--- src/include/wake_seq_pkg.sv ---
package wake_seq_pkg;

   // ==========================================================
   // register map
   localparam logic [7:0] MODE_ADDR = 8'h00;
   localparam logic [7:0] STATUS_ADDR = 8'h04;
   localparam logic [7:0] MASK_ADDR = 8'h08;
   localparam logic [7:0] STATE_ADDR = 8'h0c;

   // ==========================================================
   // mode register fields
   localparam int MODE_SLOW_BIT = 0;
   localparam int MODE_SLEEP_REQ_BIT = 1;
   localparam int MODE_IGNORE_POWER_BIT = 3;
   localparam logic [3:0] MODE_RESET = 4'h0;

   // ==========================================================
   // status and mask fields
   localparam int EVT_W = 6;
   localparam int EVT_RING = 0;
   localparam int EVT_EXT_WAKE = 1;
   localparam int EVT_SYNC_REQ = 2;
   localparam int EVT_RTC = 3;
   localparam int EVT_WOKE = 4;
   localparam int EVT_REFUSED = 5;
   localparam logic [5:0] STATUS_RESET = 6'h00;
   localparam logic [5:0] MASK_RESET = 6'h00;

   // ==========================================================
   // debounced sources
   localparam int DEB_W = 4;
   localparam int SRC_RING = 0;
   localparam int SRC_EXT_WAKE = 1;
   localparam int SRC_SYNC_REQ = 2;
   localparam int SRC_EXT_RESET = 3;

   // ==========================================================
   // synchronised pins
   localparam int PIN_W = 7;
   localparam int PIN_RING_N = 0;
   localparam int PIN_EXT_WAKE_N = 1;
   localparam int PIN_EXT_RESET_N = 2;
   localparam int PIN_RTC_EVENT = 3;
   localparam int PIN_RTC_CLK = 4;
   localparam int PIN_ADAPTER_OK = 5;
   localparam int PIN_BATTERY_OK = 6;
   localparam logic [6:0] PIN_RESET = 7'h67;

   // ==========================================================
   // timing
   localparam int CLK_HZ = 40_000_000;
   localparam int CLK_PERIOD_NS = 25;
   localparam int RTC_CLK_HZ = 32_768;
   localparam int TICK_HZ = 250;
   localparam int RTC_DIV = RTC_CLK_HZ / TICK_HZ;
   localparam int SHORT_SLEEP_NS = 200;
   localparam int SHORT_SLEEP_CYC =
      (SHORT_SLEEP_NS + CLK_PERIOD_NS - 1) / CLK_PERIOD_NS;
   localparam int RESTORE_NS = 500;
   localparam int RESTORE_CYC = (RESTORE_NS + CLK_PERIOD_NS - 1) / CLK_PERIOD_NS;

   // ==========================================================
   // sequencer states
   typedef enum logic [2:0] {
      ST_RUN,
      ST_WAIT_IDLE,
      ST_WAIT_ACCESS,
      ST_SHORT_SLEEP,
      ST_DEEP_SLEEP,
      ST_RESTORE,
      ST_RELEASE
   } seq_state_t;

endpackage

--- src/design/deep_sleep_wake_sequencer.sv ---
// Chosen here: the address-and-strobe port and the placing of the registers.
`timescale 1ns/1ps

module deep_sleep_wake_sequencer #(
   parameter int RTC_DIV = wake_seq_pkg::RTC_DIV,
   parameter int SHORT_SLEEP_CYC = wake_seq_pkg::SHORT_SLEEP_CYC,
   parameter int RESTORE_CYC = wake_seq_pkg::RESTORE_CYC
) (
   // clock and reset
   input wire logic mclk_i,
   input wire logic rst_b_i,
   // register port
   input wire logic [7:0] addr_i,
   input wire logic [31:0] wr_data_i,
   input wire logic wr_i,
   input wire logic rd_i,
   output logic [31:0] rd_data_o,
   // wake pins and power condition
   input wire logic ring_indicate_pin_n_i,
   input wire logic external_wake_pin_n_i,
   input wire logic ext_reset_pin_n_i,
   input wire logic rtc_event_i,
   input wire logic rtc_clk_i,
   input wire logic adapter_power_ok_i,
   input wire logic battery_power_ok_i,
   // on-chip sources
   input wire logic general_port_b_irq10_i,
   input wire logic bus_idle_i,
   input wire logic bus_access_i,
   // sequencer outputs
   output logic slow_mode_o,
   output logic bus_hold_o,
   output logic short_sleep_o,
   output logic deep_sleep_o,
   output logic cpu_clk_stop_o,
   output logic irq_o
);

   // ==========================================================
   // parameter checks
   if (RTC_DIV < 2 || RTC_DIV > 255) begin : g_div_chk
      $error("RTC_DIV out of range");
   end
   if (SHORT_SLEEP_CYC < 1 || SHORT_SLEEP_CYC > 255) begin : g_ss_chk
      $error("SHORT_SLEEP_CYC out of range");
   end
   if (RESTORE_CYC < 1 || RESTORE_CYC > 255) begin : g_rs_chk
      $error("RESTORE_CYC out of range");
   end

   localparam logic [7:0] DIV_LAST = 8'(RTC_DIV - 1);
   localparam logic [7:0] SS_LAST = 8'(SHORT_SLEEP_CYC - 1);
   localparam logic [7:0] RS_LAST = 8'(RESTORE_CYC - 1);

   // ==========================================================
   // state
   typedef struct packed {
      logic [wake_seq_pkg::PIN_W-1:0] pin_s1;
      logic [wake_seq_pkg::PIN_W-1:0] pin_s2;
      logic rtc_clk_prev;
      logic rtc_evt_prev;
      logic [7:0] div_cnt;
      logic [wake_seq_pkg::DEB_W-1:0] hist0;
      logic [wake_seq_pkg::DEB_W-1:0] hist1;
      logic [wake_seq_pkg::DEB_W-1:0] deb_prev;
      logic [3:0] mode;
      logic [wake_seq_pkg::EVT_W-1:0] status;
      logic [wake_seq_pkg::EVT_W-1:0] mask;
      wake_seq_pkg::seq_state_t state;
      logic [7:0] wait_cnt;
      logic [31:0] rd_data;
      logic bus_hold;
      logic short_sleep;
      logic deep_sleep;
      logic cpu_clk_stop;
      logic irq;
   } seq_regs_t;

   seq_regs_t cur;
   seq_regs_t next_cur;

   // ==========================================================
   // next state
   always_comb begin
      logic [wake_seq_pkg::DEB_W-1:0] act;
      logic [wake_seq_pkg::DEB_W-1:0] deb;
      logic [wake_seq_pkg::EVT_W-1:0] evt;
      logic [wake_seq_pkg::EVT_W-1:0] clr;
      logic tick;
      logic rtc_evt;
      logic wake_any;
      logic power_ok;
      logic wake_q;
      act = '0;
      deb = '0;
      evt = '0;
      clr = '0;
      tick = 1'b0;
      rtc_evt = 1'b0;
      wake_any = 1'b0;
      power_ok = 1'b0;
      wake_q = 1'b0;
      next_cur = cur;

      // two-flop synchronisers on every pin
      next_cur.pin_s1 = {battery_power_ok_i, adapter_power_ok_i, rtc_clk_i, rtc_event_i,
         ext_reset_pin_n_i, external_wake_pin_n_i, ring_indicate_pin_n_i};
      next_cur.pin_s2 = cur.pin_s1;
      next_cur.rtc_clk_prev = cur.pin_s2[wake_seq_pkg::PIN_RTC_CLK];
      next_cur.rtc_evt_prev = cur.pin_s2[wake_seq_pkg::PIN_RTC_EVENT];

      // debounce tick from the rtc clock; stops when that clock stops
      if (cur.pin_s2[wake_seq_pkg::PIN_RTC_CLK] && !cur.rtc_clk_prev) begin
         if (cur.div_cnt == DIV_LAST) begin
            next_cur.div_cnt = 8'h00;
            tick = 1'b1;
         end else begin
            next_cur.div_cnt = cur.div_cnt + 8'h01;
         end
      end

      // active levels of debounced sources
      act[wake_seq_pkg::SRC_RING] = !cur.pin_s2[wake_seq_pkg::PIN_RING_N];
      act[wake_seq_pkg::SRC_EXT_WAKE] =
         !cur.pin_s2[wake_seq_pkg::PIN_EXT_WAKE_N];
      act[wake_seq_pkg::SRC_SYNC_REQ] = general_port_b_irq10_i;
      act[wake_seq_pkg::SRC_EXT_RESET] =
         !cur.pin_s2[wake_seq_pkg::PIN_EXT_RESET_N];
      if (tick) begin
         next_cur.hist0 = act;
         next_cur.hist1 = cur.hist0;
      end
      deb = cur.hist0 & cur.hist1;
      next_cur.deb_prev = deb;
      rtc_evt = cur.pin_s2[wake_seq_pkg::PIN_RTC_EVENT];

      // wake qualification, unmaskable
      wake_any = (|deb) || rtc_evt;
      power_ok = cur.pin_s2[wake_seq_pkg::PIN_ADAPTER_OK]
         || cur.pin_s2[wake_seq_pkg::PIN_BATTERY_OK];
      wake_q = wake_any
         && (power_ok || cur.mode[wake_seq_pkg::MODE_IGNORE_POWER_BIT]);

      // interrupt events
      for (int i = 0; i < 3; i++) begin
         evt[i] = deb[i] && !cur.deb_prev[i];
      end
      evt[wake_seq_pkg::EVT_RTC] = rtc_evt && !cur.rtc_evt_prev;

      // register writes
      if (wr_i) begin
         if (addr_i == wake_seq_pkg::MODE_ADDR) begin
            next_cur.mode = wr_data_i[3:0];
            // sleep request only taken in slow mode
            next_cur.mode[wake_seq_pkg::MODE_SLEEP_REQ_BIT] =
               wr_data_i[wake_seq_pkg::MODE_SLEEP_REQ_BIT]
               && wr_data_i[wake_seq_pkg::MODE_SLOW_BIT];
         end else if (addr_i == wake_seq_pkg::STATUS_ADDR) begin
            clr = wr_data_i[wake_seq_pkg::EVT_W-1:0];
         end else if (addr_i == wake_seq_pkg::MASK_ADDR) begin
            next_cur.mask = wr_data_i[wake_seq_pkg::EVT_W-1:0];
         end
      end

      // sequencer
      case (cur.state)
         wake_seq_pkg::ST_RUN: begin
            if (cur.mode[wake_seq_pkg::MODE_SLEEP_REQ_BIT]) begin
               if (wake_any) begin
                  next_cur.mode[wake_seq_pkg::MODE_SLEEP_REQ_BIT] = 1'b0;
                  evt[wake_seq_pkg::EVT_REFUSED] = 1'b1;
               end else begin
                  next_cur.state = wake_seq_pkg::ST_WAIT_IDLE;
               end
            end
         end
         wake_seq_pkg::ST_WAIT_IDLE: begin
            if (wake_any) begin
               next_cur.mode[wake_seq_pkg::MODE_SLEEP_REQ_BIT] = 1'b0;
               evt[wake_seq_pkg::EVT_REFUSED] = 1'b1;
               next_cur.state = wake_seq_pkg::ST_RUN;
            end else if (bus_idle_i) begin
               next_cur.state = wake_seq_pkg::ST_WAIT_ACCESS;
            end
         end
         wake_seq_pkg::ST_WAIT_ACCESS: begin
            if (wake_any) begin
               next_cur.mode[wake_seq_pkg::MODE_SLEEP_REQ_BIT] = 1'b0;
               evt[wake_seq_pkg::EVT_REFUSED] = 1'b1;
               next_cur.state = wake_seq_pkg::ST_RUN;
            end else if (bus_access_i) begin
               next_cur.bus_hold = 1'b1;
               next_cur.short_sleep = 1'b1;
               next_cur.wait_cnt = 8'h00;
               next_cur.state = wake_seq_pkg::ST_SHORT_SLEEP;
            end
         end
         wake_seq_pkg::ST_SHORT_SLEEP: begin
            if (cur.wait_cnt == SS_LAST) begin
               next_cur.short_sleep = 1'b0;
               next_cur.deep_sleep = 1'b1;
               next_cur.cpu_clk_stop = 1'b1;
               next_cur.state = wake_seq_pkg::ST_DEEP_SLEEP;
            end else begin
               next_cur.wait_cnt = cur.wait_cnt + 8'h01;
            end
         end
         wake_seq_pkg::ST_DEEP_SLEEP: begin
            if (wake_q) begin
               next_cur.cpu_clk_stop = 1'b0;
               next_cur.wait_cnt = 8'h00;
               next_cur.state = wake_seq_pkg::ST_RESTORE;
            end
         end
         wake_seq_pkg::ST_RESTORE: begin
            if (cur.wait_cnt == RS_LAST) begin
               next_cur.bus_hold = 1'b0;
               next_cur.state = wake_seq_pkg::ST_RELEASE;
            end else begin
               next_cur.wait_cnt = cur.wait_cnt + 8'h01;
            end
         end
         wake_seq_pkg::ST_RELEASE: begin
            next_cur.deep_sleep = 1'b0;
            next_cur.mode[wake_seq_pkg::MODE_SLEEP_REQ_BIT] = 1'b0;
            evt[wake_seq_pkg::EVT_WOKE] = 1'b1;
            next_cur.state = wake_seq_pkg::ST_RUN;
         end
         default: begin
            next_cur.state = wake_seq_pkg::ST_RUN;
         end
      endcase

      // sticky status, set wins over clear; mask only gates the irq
      next_cur.status = (cur.status & ~clr) | evt;
      next_cur.irq = |(next_cur.status & next_cur.mask);

      // register reads
      next_cur.rd_data = 32'h0000_0000;
      if (rd_i) begin
         if (addr_i == wake_seq_pkg::MODE_ADDR) begin
            next_cur.rd_data[3:0] = cur.mode;
         end else if (addr_i == wake_seq_pkg::STATUS_ADDR) begin
            next_cur.rd_data[wake_seq_pkg::EVT_W-1:0] = cur.status;
         end else if (addr_i == wake_seq_pkg::MASK_ADDR) begin
            next_cur.rd_data[wake_seq_pkg::EVT_W-1:0] = cur.mask;
         end else if (addr_i == wake_seq_pkg::STATE_ADDR) begin
            next_cur.rd_data[2:0] = cur.state;
            next_cur.rd_data[7:4] = deb;
            next_cur.rd_data[8] = rtc_evt;
            next_cur.rd_data[9] = power_ok;
         end
      end
   end

   // ==========================================================
   // registers
   always_ff @(posedge mclk_i) begin
      if (!rst_b_i) begin
         cur.pin_s1 <= wake_seq_pkg::PIN_RESET;
         cur.pin_s2 <= wake_seq_pkg::PIN_RESET;
         cur.rtc_clk_prev <= 1'b0;
         cur.rtc_evt_prev <= 1'b0;
         cur.div_cnt <= 8'h00;
         cur.hist0 <= '0;
         cur.hist1 <= '0;
         cur.deb_prev <= '0;
         cur.mode <= wake_seq_pkg::MODE_RESET;
         cur.status <= wake_seq_pkg::STATUS_RESET;
         cur.mask <= wake_seq_pkg::MASK_RESET;
         cur.state <= wake_seq_pkg::ST_RUN;
         cur.wait_cnt <= 8'h00;
         cur.rd_data <= 32'h0000_0000;
         cur.bus_hold <= 1'b0;
         cur.short_sleep <= 1'b0;
         cur.deep_sleep <= 1'b0;
         cur.cpu_clk_stop <= 1'b0;
         cur.irq <= 1'b0;
      end else begin
         cur <= next_cur;
      end
   end

   // ==========================================================
   // outputs
   assign rd_data_o = cur.rd_data;
   assign slow_mode_o = cur.mode[wake_seq_pkg::MODE_SLOW_BIT];
   assign bus_hold_o = cur.bus_hold;
   assign short_sleep_o = cur.short_sleep;
   assign deep_sleep_o = cur.deep_sleep;
   assign cpu_clk_stop_o = cur.cpu_clk_stop;
   assign irq_o = cur.irq;

endmodule // deep_sleep_wake_sequencer

--- config.mk ---
export PLATFORM = sky130hd
export DESIGN_NAME = deep_sleep_wake_sequencer
export DESIGN_NICKNAME = d
export VERILOG_FILES = /design/src/include/wake_seq_pkg.sv /design/src/design/deep_sleep_wake_sequencer.sv
export SDC_FILE = /design/constraint.sdc
export NUM_CORES = 1
export LEC_CHECK = 0
export CAP_MARGIN = 25
export CORE_UTILIZATION = 56
export DETAILED_ROUTE_END_ITERATION = 8
export DONT_BUFFER_PORTS = 1
export PLACE_DENSITY = 0.84
export SYNTH_ARGS = -nofsm -noshare
export SYNTH_HDL_FRONTEND = slang
export SYNTH_SLANG_ARGS = --single-unit
--- constraint.sdc ---
create_clock -name mclk_i -period 1.8 [get_ports mclk_i]
set_input_delay 0.09 -clock mclk_i [delete_from_list [all_inputs] [get_ports mclk_i]]
set_output_delay 0.09 -clock mclk_i [all_outputs]
set_load 0.05 [all_outputs]
# Word level (Yosys, flattened, before mapping)
# Cells that the tools add are included.
[classes] n_mux=49 add_sub_neg=2 eq_ne=23 reduce_logical=38 bitwise=8
[op_table] operator="6-bit two-way mux" count=9
[op_table] operator="8-bit two-way mux" count=4
[op_table] operator="8-bit one-hot mux with 4 select lines" count=1
[op_table] operator="3-bit two-way mux" count=10
[op_table] operator="11-bit two-way mux" count=2
[op_table] operator="2-bit inequality test, second input constant" count=9
[op_table] operator="3-bit one-hot mux with 6 select lines" count=1
[op_table] operator="8-bit by 1-bit adder with 8-bit output, second input constant" count=2
[op_table] operator="8-bit by 3-bit == test with 1-bit output, second input constant" count=2
[op_table] operator="8-bit by 4-bit == test with 1-bit output, second input constant" count=2
[op_table] operator="6-bit AND" count=2
[op_table] operator="6-bit OR reduction" count=2
[op_table] operator="1-bit two-way mux" count=10
[op_table] operator="2-bit two-way mux" count=5
[op_table] operator="1-bit one-hot mux with 2 select lines" count=5
[op_table] operator="3-bit == test, second input constant" count=3
[op_table] operator="8-bit by 5-bit == test with 1-bit output, second input constant" count=1
[op_table] operator="8-bit == test, second input constant" count=1
[op_table] operator="1-bit logical NOT" count=8
[op_table] operator="8-bit logical NOT" count=1
[op_table] operator="4-bit AND reduction" count=2
[op_table] operator="2-bit nonzero test" count=4
[op_table] operator="1-bit logical AND" count=7
[op_table] operator="7-bit AND reduction" count=1
[op_table] operator="18 further kinds" count=26
[totals] in_bits=54 elab_cells=143 regBits=99 out_inout_bits=38

# Longest topological paths before layout
# Gate-level depths: netlist (run 1).
[depth] ltp_word=9 ltp_mapped=8

# Worst setup path before layout (run 1)
# Ideal clock, no wire load.
[synth_path] kind="flip-flop to flip-flop" start="register cur[72] (netlist bit)" end="register cur[38] (netlist bit)" setup_slack_ns=-0.080 setup_time_ns=0.071 period_less_slack_ns=1.880 required_time_ns=1.729 n_path_buf=1 stages_incl_launch_ff=7 arrival_time_ns=1.810 cell_sequence="dfxtp_1 a222oi_1 and3_1 buf_6 a211oi_4 or4b_1 a21oi_1"
[synth_between] elab_chain_cells=6 elab_cells_between_ends=7 cone_classes="2 x eq/ne; 1 x bitwise; 4 x reduce/logical"
[synth_lines] item="start: declaration" line="deep_sleep_wake_sequencer.sv:79" source="seq_regs_t cur;"
[synth_lines] item="start signal: assignment" line="deep_sleep_wake_sequencer.sv:280" source="cur <= next_cur;"
[synth_lines] item="4-bit AND (*)" line="deep_sleep_wake_sequencer.sv:133" source="deb = cur.hist0 & cur.hist1;"
[synth_lines] item="4-bit OR reduction (*)" line="deep_sleep_wake_sequencer.sv:138" source="wake_any = (|deb) || rtc_evt;"
[synth_lines] item="1-bit logical OR (*)" line="deep_sleep_wake_sequencer.sv:138"
[synth_lines] item="1-bit logical AND" line="deep_sleep_wake_sequencer.sv:142" source="&& (power_ok || cur.mode[wake_seq_pkg::MODE_IGNORE_POWER_BIT]);"
[synth_lines] item="2-bit inequality test (no line)"
[synth_lines] item="6-bit AND reduction (no line) (*)"
# Mark *: on every way between the ends. The rest lies on a longest branch, timed or not.
# A chain may end at the register's enable or synchronous reset.

# Worst setup path in the final report (run 1)
[layout_path] start="register cur[75] (netlist bit)" end="register cur[38] (netlist bit)"
# The elaborated chain is that of the path after synthesis.

==> results.py, run 1 <==
metrics = {
    "final_layout": {
        "antenna_cells": 0,
        "finish.utilization_pct": 68.7,
        "drive_above_1_share_pct": 15.8,
        "design_area_sq_mm": 0.00409,
        "final_common_cell": "dfxtp_1",
        "final_cell_mix": "dfxtp_1 (76), nor2_1 (63), buf_4 (35)",
        "seq_area_sq_mm": 0.00154,
        "nFillCells": 445,
        "syn_to_final_growth_pct": 18.0,
        "multi_input_area_sq_mm": 0.00173,
        "nNetsFinal": 496,
    },
    "worst_setup_path": {
        "max_stage_delay_ns": 0.49,
        "r2r_cells": 5,
        "start_kind": "register",
        "crit_cells": 5,
        "end_kind": "register",
        "arrival_ns": 2.14,
        "crit_start": "cur[75]$_SDFFE_PN0P_",
        "crit_buf_inv": 0,
        "timing.rr.start": "cur[75]$_SDFFE_PN0P_",
        "crit_family": "simple AND/OR/NAND/NOR gates",
        "worstSetupPathType": "register to register",
        "cp_max_fo": 5,
        "path_cells": "a21oi_1 -> and3_4 -> a211oi_4 -> or4b_1 -> a21oi_1",
        "critPathSlowestCell": "or4b_1",
        "cp_common_cell": "a21oi_1",
        "cp.required_ns": 2.08,
    },
    "sta": {
        "drv_slew": 0,
        "hold_viol": 0,
        "fin_crit_ns": 1.86,
        "relSlewSlack_pct": 65.2,
        "min_period_over_period_pct": 103,
        "setup_ws_ns": -0.0566,
        "clock_skew_ns": 0.00597,
        "worstMarginPinSlew_ns": 0.522,
        "grt_setup_unrepaired": "yes",
        "fmax_ghz": 0.539,
        "setup_viol": 4,
    },
    "power": {
        "clockPowerShare_pct": 33.3,
        "intPower_mw": 2.58,
        "p_leak_nw": 1.71,
        "pwr-share-seq_pct": 49.5,
        "switchingPower_mw": 1.06,
        "comb_power_share_pct": 17.2,
        "vdd_drop_max_uv": 645,
        "p_sw_share_pct": 29.2,
        "power_density_mw_per_mm2": 890,
    },
    "placement": {
        "hpwl_mm": 5.32,
        "placed_cell_area_sq_mm": 0.00356,
        "port_buffers": 0,
        "gp_congestion": 0.911,
        "place_ws_ns": -0.133,
    },
    "routing": {
        "vias_per_cell": 5.80,
        "vias": 3010,
        "first_iter_violations": 260,
        "drc": 0,
        "dr.pass1.iters": 5,
        "drt_wl_total_mm": 8.29,
        "wl_per_cell_um": 16.0,
        "drtAntennaViolNets": 0,
    },
    "clock_network": {
        "clkTransAtPathRegs_ns": 0.08,
        "cts_made_buffers": 9,
        "clock_latency_ns": 0.35,
        "cts_root_buf": "clkbuf_8",
        "cts_tree": "built",
        "clock-sinks": 77,
        "h-tree-depth": 3,
        "clock_path_buffers": 2,
    },
    "global_routing": {
        "grt_overflow": 0,
        "antenna_found_initial": 0,
        "grt_start_max_net_pins": 32,
        "grt_pass1_wl_mm": 12.4,
        "first_global_vias": 2754,
        "grtUsageTotal_pct": 25.4,
    },
    "yosys": {
        "syn-instance-count": 398,
        "synthFlopType": "dfxtp_1",
        "ys_ff_latch": 77,
        "netlist_area_sq_mm": 0.00347,
        "async_flop_share_pct": 0,
        "ys_types": 52,
        "synth_edf_count": 0,
        "syn_area_per_cell_sq_um": 8.71,
        "ys_seq_area_share_pct": 44.5,
        "yosysWarnings": 0,
    },
    "run": {
        "drv_cap": 0,
    },
    "hold_path": {
        "hold_start": "wr_data_i[3]",
        "hold_class": "primary input to register",
        "holdPathStages": 3,
    },
    "status": {
        "outcome": "complete, but fails checks",
        "violations": "setup timing",
    },
    "die": {
        "coreArea_sq_mm": 0.00596,
        "die_h_um": 80.7,
        "die-area_sq_mm": 0.00651,
        "die_w_um": 80.7,
        "num_rows": 28,
        "pin_count": 92,
        "start_util_pct": 58.2,
    },
}
layer usage:
metal  global-route usage, %  wire length [um]  vias up
met5                       0                 0        -
met4                    12.1               211        0
met3                    7.73               569       27
met2                    44.0              4100      149
met1                    28.0              3400     1425
li1                        -                 -     1409
layout make-up:
class	count	area share (%)
Multi-Input combinational cell	284	42.3
Sequential cell	77	37.7
Timing Repair Buffer	57	12.2
Clock buffer	12	3.79
Tap cell	75	2.29
Inverter	10	0.918
Clock inverter	4	0.795
state kept, by name, indices dropped and copies added, names as in the netlist:
name / count
short_sleep_o: 1
irq_o: 1
cur: 61
slow_mode_o: 1
rd_data_o: 10
deep_sleep_o: 1
cpu_clk_stop_o: 1
bus_hold_o: 1
cells in the mapped netlist, types with 8 or more instances:
master    number  area share (%)
nand2b_1      14             2.5
and3_1         8             1.4
nand3_1       10             1.4
buf_4         32             6.9
dfxtp_1       77              44
nand2_1       26             2.8
inv_1         10             1.1
mux2i_1       17             4.9
clkbuf_1      12             1.3
nand4_1        8             1.4
and2_1        11             2.0
nor2_1        63             6.8
o21ai_0       13             1.9
a21oi_1       13             1.9
final timing paths:
| check | to | slack [ns] |
|---|---|---|
| max | cur[38]$_SDFFE_PN0P_ | -0.06 |
| min | cur[57]$_SDFF_PN0_ | 0.008 |
| max reg2reg | cur[38]$_SDFFE_PN0P_ | -0.06 |
| min reg2reg | cur[86]$_SDFF_PN1_ | 0.41 |
worst register-to-register path, cell delays in order (launching register included):
cell	delay, ns
dfxtp_1	0.34
a21oi_1	0.45
and3_4	0.31
a211oi_4	0.06
or4b_1	0.49
a21oi_1	0.13
stage by stage:
step                      hold WS [ns]  std cells  setup TNS (ns)  power [mW]
after floorplan                  0.191        419               0        2.28
after global placement           0.175        477               0        2.35
after detailed placement         0.176        477          -0.605        2.36
after CTS                      0.00603        514               0        3.60
after global routing            0.0231        519          -0.733        3.80
final                          0.00819        519          -0.132        3.64
cell families (layout without fill, tap and decap cells):
group	Yosys count	in the layout	share of synthesized area, %
other	1	22	0.108
xor gates and xnor gates	7	7	1.77
adders and majority gates	3	3	1.08
muxes	17	17	4.91
buffers and inverters	58	83	10.1
AOI/OAI and AO/OA	66	66	13.3
and+or+nand+nor	169	169	24.3
DFF	77	77	44.5
power groups by stage:
| stage | combinational, mW | clock [mW] | sequential (mW) |
|---|---|---|---|
| 2_1_floorplan | 0.436 | 0 | 1.84 |
| 3_3_place_gp | 0.510 | 0 | 1.84 |
| 3_5_place_dp | 0.525 | 0 | 1.84 |
| 4_1_cts | 0.575 | 1.23 | 1.80 |
| 5_1_grt | 0.670 | 1.32 | 1.81 |
| 6_report | 0.627 | 1.21 | 1.80 |
what timing repair did:
item                                   in CTS  in global routing
pin swaps                                   2                  9
hold buffers                               20                  0
setup buffers                               1                  4
endpoints found under the hold margin      51                  0
gates resized for setup                     1                 18
setup endpoints to repair                  11                 28
(Power assumes the default switching activity.)
==> inputs of run 2 (changes only) <==
Settings changed: SKIP_LAST_GASP from default to 1.
==> run 2 against run 1 <==
  * The flow still finishes with violations (setup timing)
  * Die area did not move
  * Critical path depth is the same
  * Wire length is essentially flat
  * Critical path type unchanged
  * Highest routed layer unchanged
==> results.py, run 2 (synthesis results as in run 1) <==
metrics = {
    "status": {
        "outcome": "complete, but fails checks",
        "violations": "setup timing",
    },
    "worst_setup_path": {
        "cp.required_ns": 2.08,
        "rrSetupSlack_ns": -0.06,
        "path_cells": "a21oi_1 -> and3_4 -> a211oi_4 -> or4b_1 -> a21oi_1",
        "start_kind": "register",
        "r2r_cells": 5,
        "end_kind": "register",
        "crit_start": "cur[75]$_SDFFE_PN0P_",
        "max_stage_delay_ns": 0.49,
        "worstSetupPathType": "register to register",
        "timing.rr.start": "cur[75]$_SDFFE_PN0P_",
        "critPathSlowestCell": "or4b_1",
        "r2r-end": "cur[38]$_SDFFE_PN0P_",
        "arrival_ns": 2.14,
        "cp_common_cell": "a21oi_1",
        "cp_max_fo": 5,
    },
    "final_layout": {
        "nFillCells": 445,
        "drive_above_1_share_pct": 15.8,
        "stdcell_count": 519,
        "largest_register_ffs": 61,
        "syn_to_final_growth_pct": 18.0,
        "final_common_cell": "dfxtp_1",
        "top_register": "cur",
        "final_cell_mix": "dfxtp_1 (76), nor2_1 (63), buf_4 (35)",
        "nNetsFinal": 496,
        "antenna_cells": 0,
        "finish.utilization_pct": 68.7,
    },
    "sta": {
        "hold_slack_ns": 0.00819,
        "setup_viol": 4,
        "setup_ws_ns": -0.0566,
        "worstMarginPinSlew_ns": 0.522,
        "drv_slew": 0,
        "hold_viol": 0,
        "setup_tns_ns": -0.132,
        "fin_crit_ns": 1.86,
        "min_period_over_period_pct": 103,
        "relSlewSlack_pct": 65.2,
        "grt_setup_unrepaired": "yes",
        "clock_skew_ns": 0.00597,
        "fmax_ghz": 0.539,
    },
    "hold_path": {
        "holdPathStages": 3,
        "hold_start": "wr_data_i[3]",
        "hold_class": "primary input to register",
        "min_to": "cur[57]$_SDFF_PN0_",
    },
    "power": {
        "p_leak_nw": 1.71,
        "vdd_drop_max_uv": 645,
        "finalPower_mw": 3.64,
        "power_density_mw_per_mm2": 890,
    },
    "routing": {
        "wl_per_cell_um": 16.0,
        "first_iter_violations": 258,
        "drt_wl_total_mm": 8.29,
        "vias": 3010,
        "dr.pass1.iters": 5,
        "vias_per_cell": 5.80,
        "drtAntennaViolNets": 0,
        "drc": 0,
    },
    "global_routing": {
        "grt_start_max_net_pins": 32,
        "grtUsageTotal_pct": 25.4,
        "grt_pass1_wl_mm": 12.4,
        "antenna_found_initial": 0,
        "grt_overflow": 0,
        "first_global_vias": 2754,
    },
    "run": {
        "drv_cap": 0,
    },
    "die": {
        "die_w_um": 80.7,
        "coreArea_sq_mm": 0.00596,
        "num_rows": 28,
        "start_util_pct": 58.2,
        "die-area_sq_mm": 0.00651,
        "die_h_um": 80.7,
        "pin_count": 92,
    },
    "placement": {
        "port_buffers": 0,
        "hpwl_mm": 5.32,
        "gp_congestion": 0.911,
        "dp_cells": 477,
    },
    "clock_network": {
        "clock_path_buffers": 2,
        "cts_tree": "built",
        "clock-sinks": 77,
        "cts_root_buf": "clkbuf_8",
        "clock_latency_ns": 0.35,
        "clkTransAtPathRegs_ns": 0.08,
        "h-tree-depth": 3,
        "cts_made_buffers": 9,
    },
}
run 2: final cells by class:
cell class | instances | area [sq um] | share of cell area, %
tap | 75 | 93.8 | 2.29
inverter | 10 | 37.5 | 0.918
sequential | 77 | 1540 | 37.7
clock inverter | 4 | 32.5 | 0.795
timing repair buffer | 57 | 499 | 12.2
multi-input combinational | 284 | 1730 | 42.3
clock buffer | 12 | 155 | 3.79
run 2: report_power, final:
part / leakage [nW] / total (mW) / internal [mW] / switching, mW
Combinational: 0.998 / 0.627 / 0.244 / 0.383
Sequential: 0.625 / 1.80 / 1.75 / 0.0505
Clock: 0.0888 / 1.21 / 0.581 / 0.631
Total: 1.71 / 3.64 / 2.58 / 1.06
run 2: metal layers:
layer	global-route usage, %	part of all wire, %
met2	44.0	50
met5	0	0
met3	7.73	6.9
met1	28.0	41
met4	12.1	2.5
run 2: worst max-delay path, delay by kind of cell (launching register included):
family,cells,cell delay [ns]
AOI/OAI and AO/OA,3,0.64
DFF,1,0.34
and+or+nand+nor,2,0.80
run 2: what timing repair did:
action,4_1_cts,5_1_grt
gates resized for setup,1,18
buffers inserted,1,4
pin swaps,2,8
endpoints found under the hold margin,51,0
hold buffers,20,0
setup endpoints to repair,11,28
run 2: how the worst max path moves through the flow:
stage	to	slack, ns
after global placement	cur[42]$_SDFFE_PN0P_	0.01
after floorplan	cur[38]$_SDFFE_PN0P_	0.001
after CTS	cur[46]$_SDFFE_PN0P_	0.007
after detailed placement	cur[42]$_SDFFE_PN0P_	-0.13
after global routing	cur[43]$_SDFFE_PN0P_	-0.12
final	cur[38]$_SDFFE_PN0P_	-0.06
run 2: metrics by stage:
stage          area [sq um]  worst slack [ns]
2_1_floorplan          3540           0.00109
3_3_place_gp           3560            0.0146
3_5_place_dp           3560            -0.133
4_1_cts                3960           0.00654
5_1_grt                4090            -0.118
6_report               4090           -0.0566
